**config.mk**
```make
export PLATFORM = sky130hd
export DESIGN_NAME = key_matrix_encoder
export DESIGN_NICKNAME = d
export VERILOG_FILES = /design/src/rtl/key_matrix_encoder.v
export VERILOG_INCLUDE_DIRS = /design/src /design/src/inc
export SDC_FILE = /design/constraint.sdc
export NUM_CORES = 1
export LEC_CHECK = 0
export CORE_UTILIZATION = 25
export DETAILED_ROUTE_END_ITERATION = 10
export DONT_BUFFER_PORTS = 1
export GPL_TIMING_DRIVEN = 1
export SLEW_MARGIN = 30
export SYNTH_ARGS = -nofsm -noshare
export SYNTH_HDL_FRONTEND = slang
export SYNTH_SLANG_ARGS = --single-unit
export TNS_END_PERCENT = 1
```
**constraint.sdc**
```tcl
create_clock -name mclk_i -period 5.1 [get_ports mclk_i]
set_input_delay 0.51 -clock mclk_i [delete_from_list [all_inputs] [get_ports mclk_i]]
set_output_delay 0.51 -clock mclk_i [all_outputs]
set_load 0.1 [all_outputs]
```
**src/inc/kbd_encoder_defines.vh**
```
`ifndef KBD_ENCODER_DEFINES_VH
`define KBD_ENCODER_DEFINES_VH

// Matrix geometry
`define DRIVE_LINES 8
`define SENSE_LINES 11
`define KEYS_PER_GROUP 88
`define TABLE_WORDS 264
`define WORD_BITS 9

// Group base addresses in the code table
`define GROUP_NORMAL 9'h000
`define GROUP_SHIFT 9'h058
`define GROUP_CONTROL 9'h0b0

// Ring counter reset states
`define DRIVE_RESET 8'h01
`define SENSE_RESET 11'h001

// Address step from one drive line to the next
`define ROW_STRIDE 9'h00b

// Clocks a new crosspoint needs before its sense lines can be trusted
`define SYNC_SETTLE 32'h0000_0002

// Debounce time, in microseconds
`define DEBOUNCE_US 5000
`define CLOCK_MHZ 40

`endif

```
**src/rtl/key_matrix_encoder.v**
```verilog
// How it works
// - Code table holds 264 nine-bit words in three 88-word groups.
// - Table address is mode group plus position of both ring counters.
// - 8-stage drive ring and 11-stage sense ring cover 88 crosspoints.
// - With no key down both rings step and strobe stays inactive.
// - Match when active sense line equals sense ring stage; halts rings, arms strobe.
// - Strobe is flagged only after the closure persists through a delay.
// - On a match the rings halt; once the delay has run, outputs settle to the word.
// - Code outputs stay unchanged while the detected key stays closed and the mode and polarity selects hold.
// - Data/strobe invert input XORs eight data bits and strobe.
// - Parity invert input XORs the parity output only.
// - Each word is eight data bits plus parity, fixed at build time.
// - Default contents are the word address, bit 6 flipped in shift and control groups, with odd parity.
`timescale 1ns/1ps
`include "kbd_encoder_defines.vh"

// Scan timing: every crosspoint is held for three clocks, because the sense
// lines need two flops before the comparator may trust them. A full pass
// over all crosspoints therefore takes three clocks per key.
// Only one closed key is resolved at a time; the first one found in scan
// order wins and every other key is ignored until that one opens again.
// Shift and control together are not flagged; the control group is used,
// since any code is as good as another for an illegal mode.
// The debounce count runs on the main clock; its default spans 5 ms.
// Limitation: a key that bounces open during the hold looks like a release,
// so a very noisy switch may be reported twice.
// Trade-off: the hold path re-applies polarity every clock, so a select that
// moves while a key is held shows at once rather than on the next key.

module key_matrix_encoder #(
   parameter DEBOUNCE_CYCLES = (`DEBOUNCE_US * `CLOCK_MHZ)
) (
   // Clock and reset
   input wire mclk_i,
   input wire reset_n_i,
   // Mode and polarity selects
   input wire shift_i,
   input wire control_i,
   input wire data_strobe_invert_i,
   input wire parity_invert_i,
   // Keyboard matrix
   input wire [`SENSE_LINES-1:0] matrix_sense_lines_i,
   output reg [`DRIVE_LINES-1:0] matrix_drive_lines_o,
   // Encoded key
   output reg [`WORD_BITS-1:0] key_code_outputs_o,
   output reg strobe_o
);

   localparam ST_SCAN = 2'b00;
   localparam ST_DEBOUNCE = 2'b01;
   localparam ST_HOLD = 2'b10;

   // Fixed table: 8-bit code from group/key index, ninth bit odd parity
   function [`WORD_BITS-1:0] table_word;
      input [8:0] addr;
      reg [7:0] code;
      reg upper;
      begin
         upper = (addr >= `GROUP_SHIFT); // Shift and control groups
         code = addr[7:0] ^ {1'b0, upper, 6'h00};
         table_word = {~(^code), code};
      end
   endfunction

   // Shared select flips data bits, its own select flips parity
   function [`WORD_BITS-1:0] apply_polarity;
      input [`WORD_BITS-1:0] word;
      input data_inv;
      input par_inv;
      begin
         apply_polarity = word ^ {par_inv, {8{data_inv}}};
      end
   endfunction

   // Drive ring rotates left by one line
   function [`DRIVE_LINES-1:0] drive_step;
      input [`DRIVE_LINES-1:0] ring;
      begin
         drive_step = {ring[`DRIVE_LINES-2:0], ring[`DRIVE_LINES-1]};
      end
   endfunction

   // Sense ring shifts up, wrapping from the last stage to the first
   function [`SENSE_LINES-1:0] sense_step;
      input [`SENSE_LINES-1:0] ring;
      begin
         if (ring[`SENSE_LINES-1]) begin
            sense_step = `SENSE_RESET;
         end else begin
            sense_step = {ring[`SENSE_LINES-2:0], 1'b0};
         end
      end
   endfunction

   // One-hot ring to binary index
   function [3:0] onehot_index;
      input [10:0] ring;
      integer k;
      begin
         onehot_index = 4'h0;
         for (k = 0; k < 11; k = k + 1) begin
            if (ring[k]) begin
               onehot_index = k[3:0];
            end
         end
      end
   endfunction

   reg [`SENSE_LINES-1:0] sense_meta;
   reg [`SENSE_LINES-1:0] sense_sync;
   reg [`SENSE_LINES-1:0] sense_ring;
   reg [1:0] state;
   reg [31:0] delay_count;
   reg [`WORD_BITS-1:0] code_rom [0:`TABLE_WORDS-1];
   wire [`WORD_BITS-1:0] addressed_word;
   reg [8:0] group_base;
   reg [8:0] word_addr;
   wire match;
   integer i;

   // Mask contents are fixed at build time; nothing writes them afterwards
   initial begin
      for (i = 0; i < `TABLE_WORDS; i = i + 1) begin
         code_rom[i] = table_word(i[8:0]);
      end
   end

   // Word picked by the mode group and both ring positions
   assign addressed_word = code_rom[word_addr];

   // Mode group select; both asserted is illegal and picks control
   always @* begin
      if (control_i) begin
         group_base = `GROUP_CONTROL;
      end else if (shift_i) begin
         group_base = `GROUP_SHIFT;
      end else begin
         group_base = `GROUP_NORMAL;
      end
   end

   // Word address from both ring positions
   always @* begin
      word_addr = group_base + {5'h00, onehot_index({3'h0, matrix_drive_lines_o})} * `ROW_STRIDE
         + {5'h00, onehot_index(sense_ring)};
   end

   // Active sense stage sees the driven line through a closed key
   assign match = |(sense_sync & sense_ring);

   // Sense pins come from the matrix, so synchronise first
   always @(posedge mclk_i) begin
      if (!reset_n_i) begin
         sense_meta <= {`SENSE_LINES{1'b0}};
         sense_sync <= {`SENSE_LINES{1'b0}};
      end else begin
         sense_meta <= matrix_sense_lines_i;
         sense_sync <= sense_meta;
      end
   end

   // Scan, debounce and hold; the sync delay means a match is checked a
   // few cycles late, so the ring stalls while checking to stay aligned
   always @(posedge mclk_i) begin
      if (!reset_n_i) begin
         state <= ST_SCAN;
         matrix_drive_lines_o <= `DRIVE_RESET;
         sense_ring <= `SENSE_RESET;
         delay_count <= 32'h0000_0000;
         key_code_outputs_o <= {`WORD_BITS{1'b0}};
         strobe_o <= 1'b0;
      end else begin
         case (state)
            // Dwell on each crosspoint until the synchronised sense is valid
            ST_SCAN: begin
               strobe_o <= data_strobe_invert_i;
               if (delay_count < `SYNC_SETTLE) begin
                  delay_count <= delay_count + 32'h0000_0001; // Settle sync
               end else if (match) begin
                  state <= ST_DEBOUNCE;
                  delay_count <= 32'h0000_0000;
               end else begin
                  delay_count <= 32'h0000_0000;
                  sense_ring <= sense_step(sense_ring);
                  if (sense_ring[`SENSE_LINES-1]) begin
                     matrix_drive_lines_o <= drive_step(matrix_drive_lines_o);
                  end
               end
            end
            // Rings stay frozen; the closure must last the whole count
            ST_DEBOUNCE: begin
               strobe_o <= data_strobe_invert_i;
               if (!match) begin
                  state <= ST_SCAN;
                  delay_count <= 32'h0000_0000;
               end else if (delay_count >= DEBOUNCE_CYCLES - 1) begin
                  state <= ST_HOLD;
                  key_code_outputs_o <= apply_polarity(addressed_word, data_strobe_invert_i,
                     parity_invert_i);
                  strobe_o <= ~data_strobe_invert_i;
               end else begin
                  delay_count <= delay_count + 32'h0000_0001;
               end
            end
            // Key reported; wait for it to open before scanning on
            ST_HOLD: begin
               if (!match) begin
                  state <= ST_SCAN;
                  delay_count <= 32'h0000_0000;
                  strobe_o <= data_strobe_invert_i;
               end else begin
                  strobe_o <= ~data_strobe_invert_i;
                  key_code_outputs_o <= apply_polarity(addressed_word, data_strobe_invert_i,
                     parity_invert_i);
               end
            end
            default: begin
               state <= ST_SCAN;
            end
         endcase
      end
   end

endmodule // key_matrix_encoder

```
# After elaboration in Yosys (flattened, before gate mapping)
# Memories as Yosys holds them, arrays and structs flattened.
# Cells that the tools add are included.
# totals
regBits	85
mem_bits_ro	2376
inputBits	17
out_inout_bits	18
elab_cells	78
n_memories	1
# mem_list
memory	words	width	rd	rd_clocked_by_memory_dff	wr	line	rtl
code_rom	264	9	1	0	0	key_matrix_encoder.v:114	reg [`WORD_BITS-1:0] code_rom [0:`TABLE_WORDS-1];
# op_classes
addsub	3
multipliers	1
magnitude_cmp	2
eq_ne	10
muxes	39
n_bitwise	5
reduce_logical	9
# op_table
op	n
two-way mux 32 bit	4
case mux 32 bit (3 select lines)	1
two-way mux 4 bit	15
adder 32 x 1 -> 32 bit, second input constant	1
greater-or-equal comparator 32 x 18 -> 1 bit, second input constant	1
less-than comparator 32 x 2 -> 1 bit, second input constant	1
two-way mux 9 bit	3
case mux 9 bit (2 select lines)	1
!= test 2 bit, second input constant	6
AND reduction 4 bit	3
AND 11 bit	1
two-way mux 11 bit	1
OR reduction 11 bit	1
two-way mux 2 bit	5
adder 9 x 4 -> 9 bit	1
adder 9 x 8 -> 9 bit	1
bitwise XOR 9 bit	1
multiplier 4 x 4 -> 8 bit, second input constant	1
two-way mux 8 bit	1
two-way mux 7 bit	1
!= test 3 bit, second input constant	2
case mux 2 bit (3 select lines)	1
AND reduction 3 bit	2
two-way mux 1 bit	5
other kinds (7)	9

# Longest topological paths before layout
# Gate-level depths: netlist of run 1.
# An unclocked memory read counts as a cell.
# logic_depth
word_depth	16
mapped_depth	19
ltp_nobuf	18

# Least setup slack after synthesis of run 1
# No wires, ideal clock.
# synth_timing
path_type	register to register
from	register matrix_drive_lines_o[2]
to	register key_code_outputs_o[8]
setup_time_ns	0.129
arrival_ns	4.661
t_required_ns	4.971
setup_slack_ns	0.310
stages_incl_launch_ff	17
n_path_buf	0
period_less_slack_ns	4.790
cell_sequence	dfxtp_1 -> inv_1 -> a21oi_1 -> nor2_1 -> nor2_1 -> o21bai_1 -> ha_1 -> fa_1 -> fa_1 -> fa_1 -> nand3_1 -> nand2_1 -> or4_1 -> and4_1 -> o32ai_1 -> a211o_1 -> o211ai_1
# synth_between
elab_chain_len	14
word_cells_on_any_way	15
cone_classes	2 x add/sub; 1 x mul; 10 x mux; 1 x bitwise; 1 x memory
# synth_lines
item	line	rtl
from (decl)	key_matrix_encoder.v:43	output reg [`DRIVE_LINES-1:0] matrix_drive_lines_o,
from (signal assigned)	key_matrix_encoder.v:167	matrix_drive_lines_o <= `DRIVE_RESET;
from (signal assigned)	key_matrix_encoder.v:186	matrix_drive_lines_o <= drive_step(matrix_drive_lines_o);
two-way mux 4 bit * (6 in series)	key_matrix_encoder.v:102	if (ring[k]) begin
multiplier 4 x 4 -> 8 bit (no line) *	--	
adder 9 x 8 -> 9 bit (no line) *	--	
adder 9 x 4 -> 9 bit *	key_matrix_encoder.v:144	word_addr = group_base + {5'h00, onehot_index({3'h0, matrix_drive_lines_o})} * `ROW_STRIDE
memory (264 x 9 bit) *	--	
bitwise XOR 9 bit *	key_matrix_encoder.v:71	apply_polarity = word ^ {par_inv, {8{data_inv}}};
two-way mux 9 bit	key_matrix_encoder.v:196	end else if (delay_count >= DEBOUNCE_CYCLES - 1) begin
two-way mux 9 bit	key_matrix_encoder.v:193	if (!match) begin
case mux 9 bit (2 select lines) *	key_matrix_encoder.v:173	case (state)
to (signal assigned)	key_matrix_encoder.v:170	key_code_outputs_o <= {`WORD_BITS{1'b0}};
to (signal assigned)	key_matrix_encoder.v:198	key_code_outputs_o <= apply_polarity(addressed_word, data_strobe_invert_i,
to (signal assigned)	key_matrix_encoder.v:213	key_code_outputs_o <= apply_polarity(addressed_word, data_strobe_invert_i,
to (decl)	key_matrix_encoder.v:45	output reg [`WORD_BITS-1:0] key_code_outputs_o,
# Mark *: on every way between the ends. The rest lies on a longest branch, timed or not. The select of a mux whose other input is x is not followed.
# A chain may end at the register's enable or synchronous reset.

# Final worst setup path of run 1
# layout_timing
from	register matrix_drive_lines_o[4]
to	register key_code_outputs_o[8]
# layout_between
elab_chain_len	12
word_cells_on_any_way	13
cone_classes	2 x add/sub; 1 x mul; 8 x mux; 1 x bitwise; 1 x memory
# layout_lines
item	line
two-way mux 4 bit * (4 in series)	key_matrix_encoder.v:102
multiplier 4 x 4 -> 8 bit (no line) *	--
adder 9 x 8 -> 9 bit (no line) *	--
adder 9 x 4 -> 9 bit *	key_matrix_encoder.v:144
memory (264 x 9 bit) *	--
bitwise XOR 9 bit *	key_matrix_encoder.v:71
two-way mux 9 bit	key_matrix_encoder.v:196
two-way mux 9 bit	key_matrix_encoder.v:193
case mux 9 bit (2 select lines) *	key_matrix_encoder.v:173
# Marks and branches as above.

==> impl_metrics.py, run 1 <==
metrics = {
    "run_status": {
        "status": "completed",
    },
    "min_path": {
        "hp-start": "reset_n_i",
        "hold_path_end": "matrix_drive_lines_o[0]",
        "hold_class": "in2reg",
        "whs_path_depth": 1,
    },
    "sta": {
        "hold_violations": 0,
        "finalSetupViolCount": 0,
        "timing.hold.ws_ps": 266,
        "slew_viol_final": 0,
        "tightestPinTransition_ps": 1010,
        "finalCriticalPeriod_ps": 4370,
        "skew_ps": 8.06,
        "rsz0062_at_grt": "false",
        "clock.fmax_mhz": 229,
        "period_share": 0.856,
        "maxSlewHeadroom": 0.328,
        "setup_tns_ps": 0,
    },
    "final_layout": {
        "layout-drive-gt1-share": 0.0746,
        "nets": 561,
        "area_growth_pct": 12.7,
        "postLayoutCoreUtil": 0.290,
        "stdcell_count": 749,
        "fillers": 1800,
    },
    "clock_network": {
        "cts_made_buffers": 9,
        "cts_root_buf": "clkbuf_16",
        "cts.sinks": 85,
        "cts_setup_buffers": 0,
        "clk_pin_slew_worst_paths_ps": 70,
        "ctsResizeCount": 0,
        "ctsHtreeMaxLevel": 3,
        "cts_tree": "done",
        "clock_latency_ps": 350,
        "cts.hold.buffers_added": 0,
        "cts_buffer_depth": 2,
    },
    "synthesis": {
        "yosys_warnings": 0,
        "yosys-top-cells-area": "dfxtp_1 38%, ha_1 5.9%, a21oi_1 5.4%",
        "syn_inst": 522,
        "avgSynthCellArea_um2": 8.56,
        "syn_area_um2": 4470,
        "synth_area_leader_cell": "dfxtp_1",
        "synth-async-reset-ratio": 0,
        "synth-seq-area-share": 0.381,
        "synth_edf_count": 0,
        "synth.most_common_cell": "dfxtp_1",
        "yosys-top-cells-count": "85 x dfxtp_1, 48 x a21oi_1, 45 x nor2_1",
        "yosysTopAreaCellShare": 0.381,
        "ys_ff_latch": 85,
        "synth_flop_cell": "dfxtp_1",
        "ys_types": 61,
        "synth_fp_nets": 565,
    },
    "die": {
        "core_um2": 17400,
        "start_util": 0.258,
        "dieWidth_um": 136,
        "die_area_um2": 18400,
        "rows": 48,
        "ioPinCount": 35,
        "die_y_um": 136,
    },
    "global_route": {
        "grt_pass1_wl_um": 16200,
        "grt_usage": 0.112,
        "grt_max_degree": 32,
        "antenna_found_initial": 1,
        "grt_pass1_vias": 3257,
        "overflow": 0,
    },
    "detailed_routing": {
        "wl_um": 9620,
        "drt_iter0_drc": 246,
        "wl_per_cell_um": 12.8,
        "ant_nets": 0,
        "drc": 0,
        "drt_first_pass_iters": 5,
        "vias_per_cell": 4.76,
        "vias": 3568,
    },
    "flow_run": {
        "maxCapViolCount": 0,
    },
    "worst_setup_path": {
        "cp_common_cell": "fa_1",
        "cp-start-kind": "flop",
        "crit_fanout": 7,
        "path_class": "reg2reg",
        "worstPathRequired_ps": 5370,
        "cpPeakStageDelay_ps": 550,
        "cp_slowest_cell": "xnor2_1",
        "ff2ff_path_depth": 13,
        "cp_num_buf_inv": 1,
        "reg2reg_to": "key_code_outputs_o[8]",
        "crit_family": "adder cells",
        "cp-end-kind": "flop",
        "regToRegStartpoint": "matrix_drive_lines_o[4]",
        "r2r_slack_ps": 730,
        "arrival_ps": 4630,
        "crit_chain": "buf_4 > nor2_1 > nand2_1 > ha_1 > fa_1 > fa_1 > fa_1 > xnor2_1 > a31oi_1 > a2111oi_0 > o32ai_1 > a211o_1 > o211ai_1",
    },
    "power_and_ir_drop": {
        "ir_worst_vdd_v": 0.000153,
        "finalPower_w": 0.00167,
        "p_leak_nw": 1.88,
        "power.density_nw_per_um2": 331,
    },
    "placed_design": {
        "portBuffers": 0,
        "dp.cells": 732,
        "gp_congestion": 0.833,
        "dp_hpwl_um": 6830,
    },
}
per-layer routing:
layer,up-vias,global-route usage,routed length (µm)
met5,-,0,0
met3,8,0.0423,582
li1,1862,-,-
met1,1646,0.147,4800
met2,52,0.162,4080
met4,0,0.0468,162
how the worst max path moves through the flow:
| stage | start | endpoint | cells after the start |
|---|---|---|---|
| finish | matrix_drive_lines_o[4] | key_code_outputs_o[8] | 13 |
| detailed placement | matrix_drive_lines_o[4] | key_code_outputs_o[8] | 13 |
| global route | matrix_drive_lines_o[2] | key_code_outputs_o[8] | 15 |
| CTS | matrix_drive_lines_o[4] | key_code_outputs_o[8] | 13 |
| global placement | matrix_drive_lines_o[4] | key_code_outputs_o[8] | 14 |
| floorplan | matrix_drive_lines_o[2] | key_code_outputs_o[8] | 16 |
cell families (layout without fill, tap and decap cells):
family                   Yosys count  count (layout)  synth area share
adder cells (fa/ha/maj)           26              26            0.0812
multiplexers                       4               4           0.00896
AO/OA/AOI/OAI                    124             124             0.182
buffers and inverters             45              46            0.0434
other                              0               1                 0
AND/OR/NAND/NOR                  212             212             0.249
XOR/XNOR                          26              26            0.0540
flip-flops                        85              85             0.381
worst reg2reg max path: cells and delay by family, from the launching register on:
family | cells | cell delay [ps]
AO/OA/AOI/OAI | 5 | 1060
XOR/XNOR | 1 | 550
adder cells (fa/ha/maj) | 4 | 1840
buffers and inverters | 1 | 240
flip-flops | 1 | 340
AND/OR/NAND/NOR | 2 | 260
flip-flops by register name (all words and copies together) (netlist names):
name,count
delay_count,32
key_code_outputs_o,9
matrix_drive_lines_o,8
onehot_index.ring,11
sense_meta,11
sense_sync,11
state,2
strobe_o,1
through the flow:
stage / worst slack [ps] / cell area (µm²)
after floorplan: 310 / 4470
after global placement: 857 / 4710
after detailed placement: 733 / 4720
after CTS: 722 / 5030
after global routing: 285 / 5040
final: 733 / 5040
power breakdown:
| group | internal (W) | switching (W) | total (W) | leakage [nW] |
|---|---|---|---|---|
| logic | 0.0000811 | 0.000158 | 0.000239 | 1.04 |
| clock network | 0.000431 | 0.000272 | 0.000703 | 0.146 |
| registers | 0.000691 | 0.0000332 | 0.000725 | 0.691 |
placed cells by master (no fill, tap or decap), types with 12 or more instances in the layout:
cell / count
dfxtp_1: 84
a21oi_1: 48
nor2_1: 45
nand2_1: 40
and2_1: 28
nand3_1: 22
ha_1: 21
o21ai_0: 20
inv_1: 19
xnor2_1: 15
or3_1: 12
and3_1: 12
layout make-up:
cell class / count / area, µm² / area share
Tap cell: 225 / 282 / 0.0559
Multi-Input combinational cell: 392 / 2580 / 0.513
Timing Repair Buffer: 10 / 75.1 / 0.0149
Clock buffer: 11 / 233 / 0.0462
Clock inverter: 5 / 83.8 / 0.0166
Sequential cell: 85 / 1700 / 0.338
Inverter: 20 / 75.1 / 0.0149
Antenna cell: 1 / 2.50 / 0.000497
No activity file was read; power rests on OpenSTA's default activity.
==> run 2, diff against run 1 <==
- clock period: 5.1 -> 5.6 ns (I/O delays scaled with it)
==> run 2 against run 1 <==
  * Utilization down 0.32 points
  * Critical path type unchanged
  * Non-clock buffer count fell by 1
  * Register-to-register slack improved by 260 ps
  * Design area fell by 1.1%
  * Clock-buffer cell count decreased by 2
  * Global-route usage shrank 0.17 points
  * Via count down 0.73%
  * First-iteration DRC count decreased by 14%
  * Sequential share of layout area is 0.38 points higher
  * Largest cell class unchanged
==> impl_metrics.py, run 2 (synthesis results as in run 1) <==
metrics = {
    "die": {
        "rows": 48,
        "die_y_um": 136,
        "start_util": 0.258,
        "die_area_um2": 18400,
        "dieWidth_um": 136,
        "core_um2": 17400,
        "ioPinCount": 35,
    },
    "global_route": {
        "grt_usage": 0.110,
        "overflow": 0,
        "grt_max_degree": 32,
        "grt_pass1_wl_um": 15900,
        "grt_pass1_vias": 3181,
        "antenna_found_initial": 1,
    },
    "clock_network": {
        "clk_pin_slew_worst_paths_ps": 70,
        "cts_made_buffers": 9,
        "ctsHtreeMaxLevel": 3,
        "cts.hold.buffers_added": 0,
        "cts_root_buf": "clkbuf_16",
        "cts_setup_buffers": 0,
        "cts.sinks": 85,
        "cts_tree": "done",
        "cts_buffer_depth": 2,
        "ctsResizeCount": 0,
        "clock_latency_ps": 340,
    },
    "detailed_routing": {
        "wl_um": 9520,
        "wl_per_cell_um": 12.7,
        "vias_per_cell": 4.74,
        "drt_iter0_drc": 211,
        "ant_nets": 0,
        "vias": 3542,
        "drc": 0,
        "drt_first_pass_iters": 4,
    },
    "worst_setup_path": {
        "worstPathRequired_ps": 5860,
        "crit_fanout": 7,
        "path_class": "reg2reg",
        "cp-start-kind": "flop",
        "cp-end-kind": "flop",
        "arrival_ps": 4870,
    },
    "final_layout": {
        "final_cell_area_um2": 4980,
        "top_register": "delay_count",
        "largest_register_ffs": 32,
        "nets": 560,
        "layout_common_cells": "84 x dfxtp_1, 48 x a21oi_1, 45 x nor2_1",
        "postLayoutCoreUtil": 0.287,
        "area_growth_pct": 11.4,
        "layout-drive-gt1-share": 0.0729,
        "layout_commonest_cell": "dfxtp_1",
    },
    "sta": {
        "finalSetupViolCount": 0,
        "rsz0062_at_grt": "false",
        "finalCriticalPeriod_ps": 4600,
        "setup_tns_ps": 0,
        "slew_viol_final": 0,
        "skew_ps": 7.73,
        "period_share": 0.822,
        "maxSlewHeadroom": 0.334,
        "hold_violations": 0,
        "clock.fmax_mhz": 217,
        "tightestPinTransition_ps": 997,
    },
    "run_status": {
        "status": "completed",
    },
    "power_and_ir_drop": {
        "power.density_nw_per_um2": 287,
        "p_leak_nw": 1.86,
        "ir_worst_vdd_v": 0.000112,
    },
    "placed_design": {
        "gp_congestion": 0.838,
        "placed_cell_area_um2": 4700,
        "dp_hpwl_um": 6820,
        "portBuffers": 0,
    },
    "flow_run": {
        "maxCapViolCount": 0,
    },
    "min_path": {
        "hold_class": "in2reg",
    },
}
[run 2: metal layers]
| metal | up-vias | global-route usage | share of wire |
|---|---|---|---|
| li1 | 1851 | - | - |
| met1 | 1622 | 0.147 | 0.51 |
| met2 | 59 | 0.156 | 0.42 |
| met3 | 10 | 0.0340 | 0.057 |
| met4 | 0 | 0.0599 | 0.017 |
| met5 | - | 0 | 0 |
[run 2: area by class of cell]
cell class              count  area, µm²
diodes                      1       2.50
inverters                  20       75.1
multi-input cells         392       2570
flip-flops and latches     85       1700
well taps                 225        282
fillers                  1838      12400
repair buffers              9       67.6
clock inverters             6       50.0
clock buffers               9        225
[run 2: worst max-delay path: stages, from the launching register on]
cell	delay, ps
dfxtp_1	310
buf_4	300
a21oi_1	120
nor2_1	100
nor2_1	50
o21bai_1	260
ha_1	300
fa_1	490
fa_1	540
fa_1	480
xnor2_1	520
a31oi_1	70
a2111oi_0	420
o32ai_1	160
a211o_1	310
o211ai_1	90
[run 2: per-stage QoR]
step           setup WS (ps)  power, W  cells  hold slack (ps)
2_1_floorplan            810  0.000850    522              412
3_3_place_gp            1110  0.000890    731              418
4_1_cts                  985   0.00145    746              282
3_5_place_dp            1020  0.000890    731              417
6_report                 996   0.00143    747              306
5_1_grt                  586   0.00151    747              297
[run 2: path summary, 6_finish.rpt]
check,slack [ps],end,from,cells after the start
setup / recovery,1000,key_code_outputs_o[8],matrix_drive_lines_o[1],15
hold / removal,310,matrix_drive_lines_o[0],reset_n_i,1
setup reg to reg,1000,key_code_outputs_o[8],matrix_drive_lines_o[1],15
hold reg to reg,430,sense_sync[10],sense_meta[10],1
[run 2: power breakdown]
| group | internal [W] | switching [W] | leakage, nW | total, W |
|---|---|---|---|---|
| Sequential | 0.000630 | 0.0000311 | 0.691 | 0.000661 |
| Combinational | 0.0000727 | 0.000139 | 1.03 | 0.000212 |
| Clock | 0.000302 | 0.000254 | 0.133 | 0.000557 |
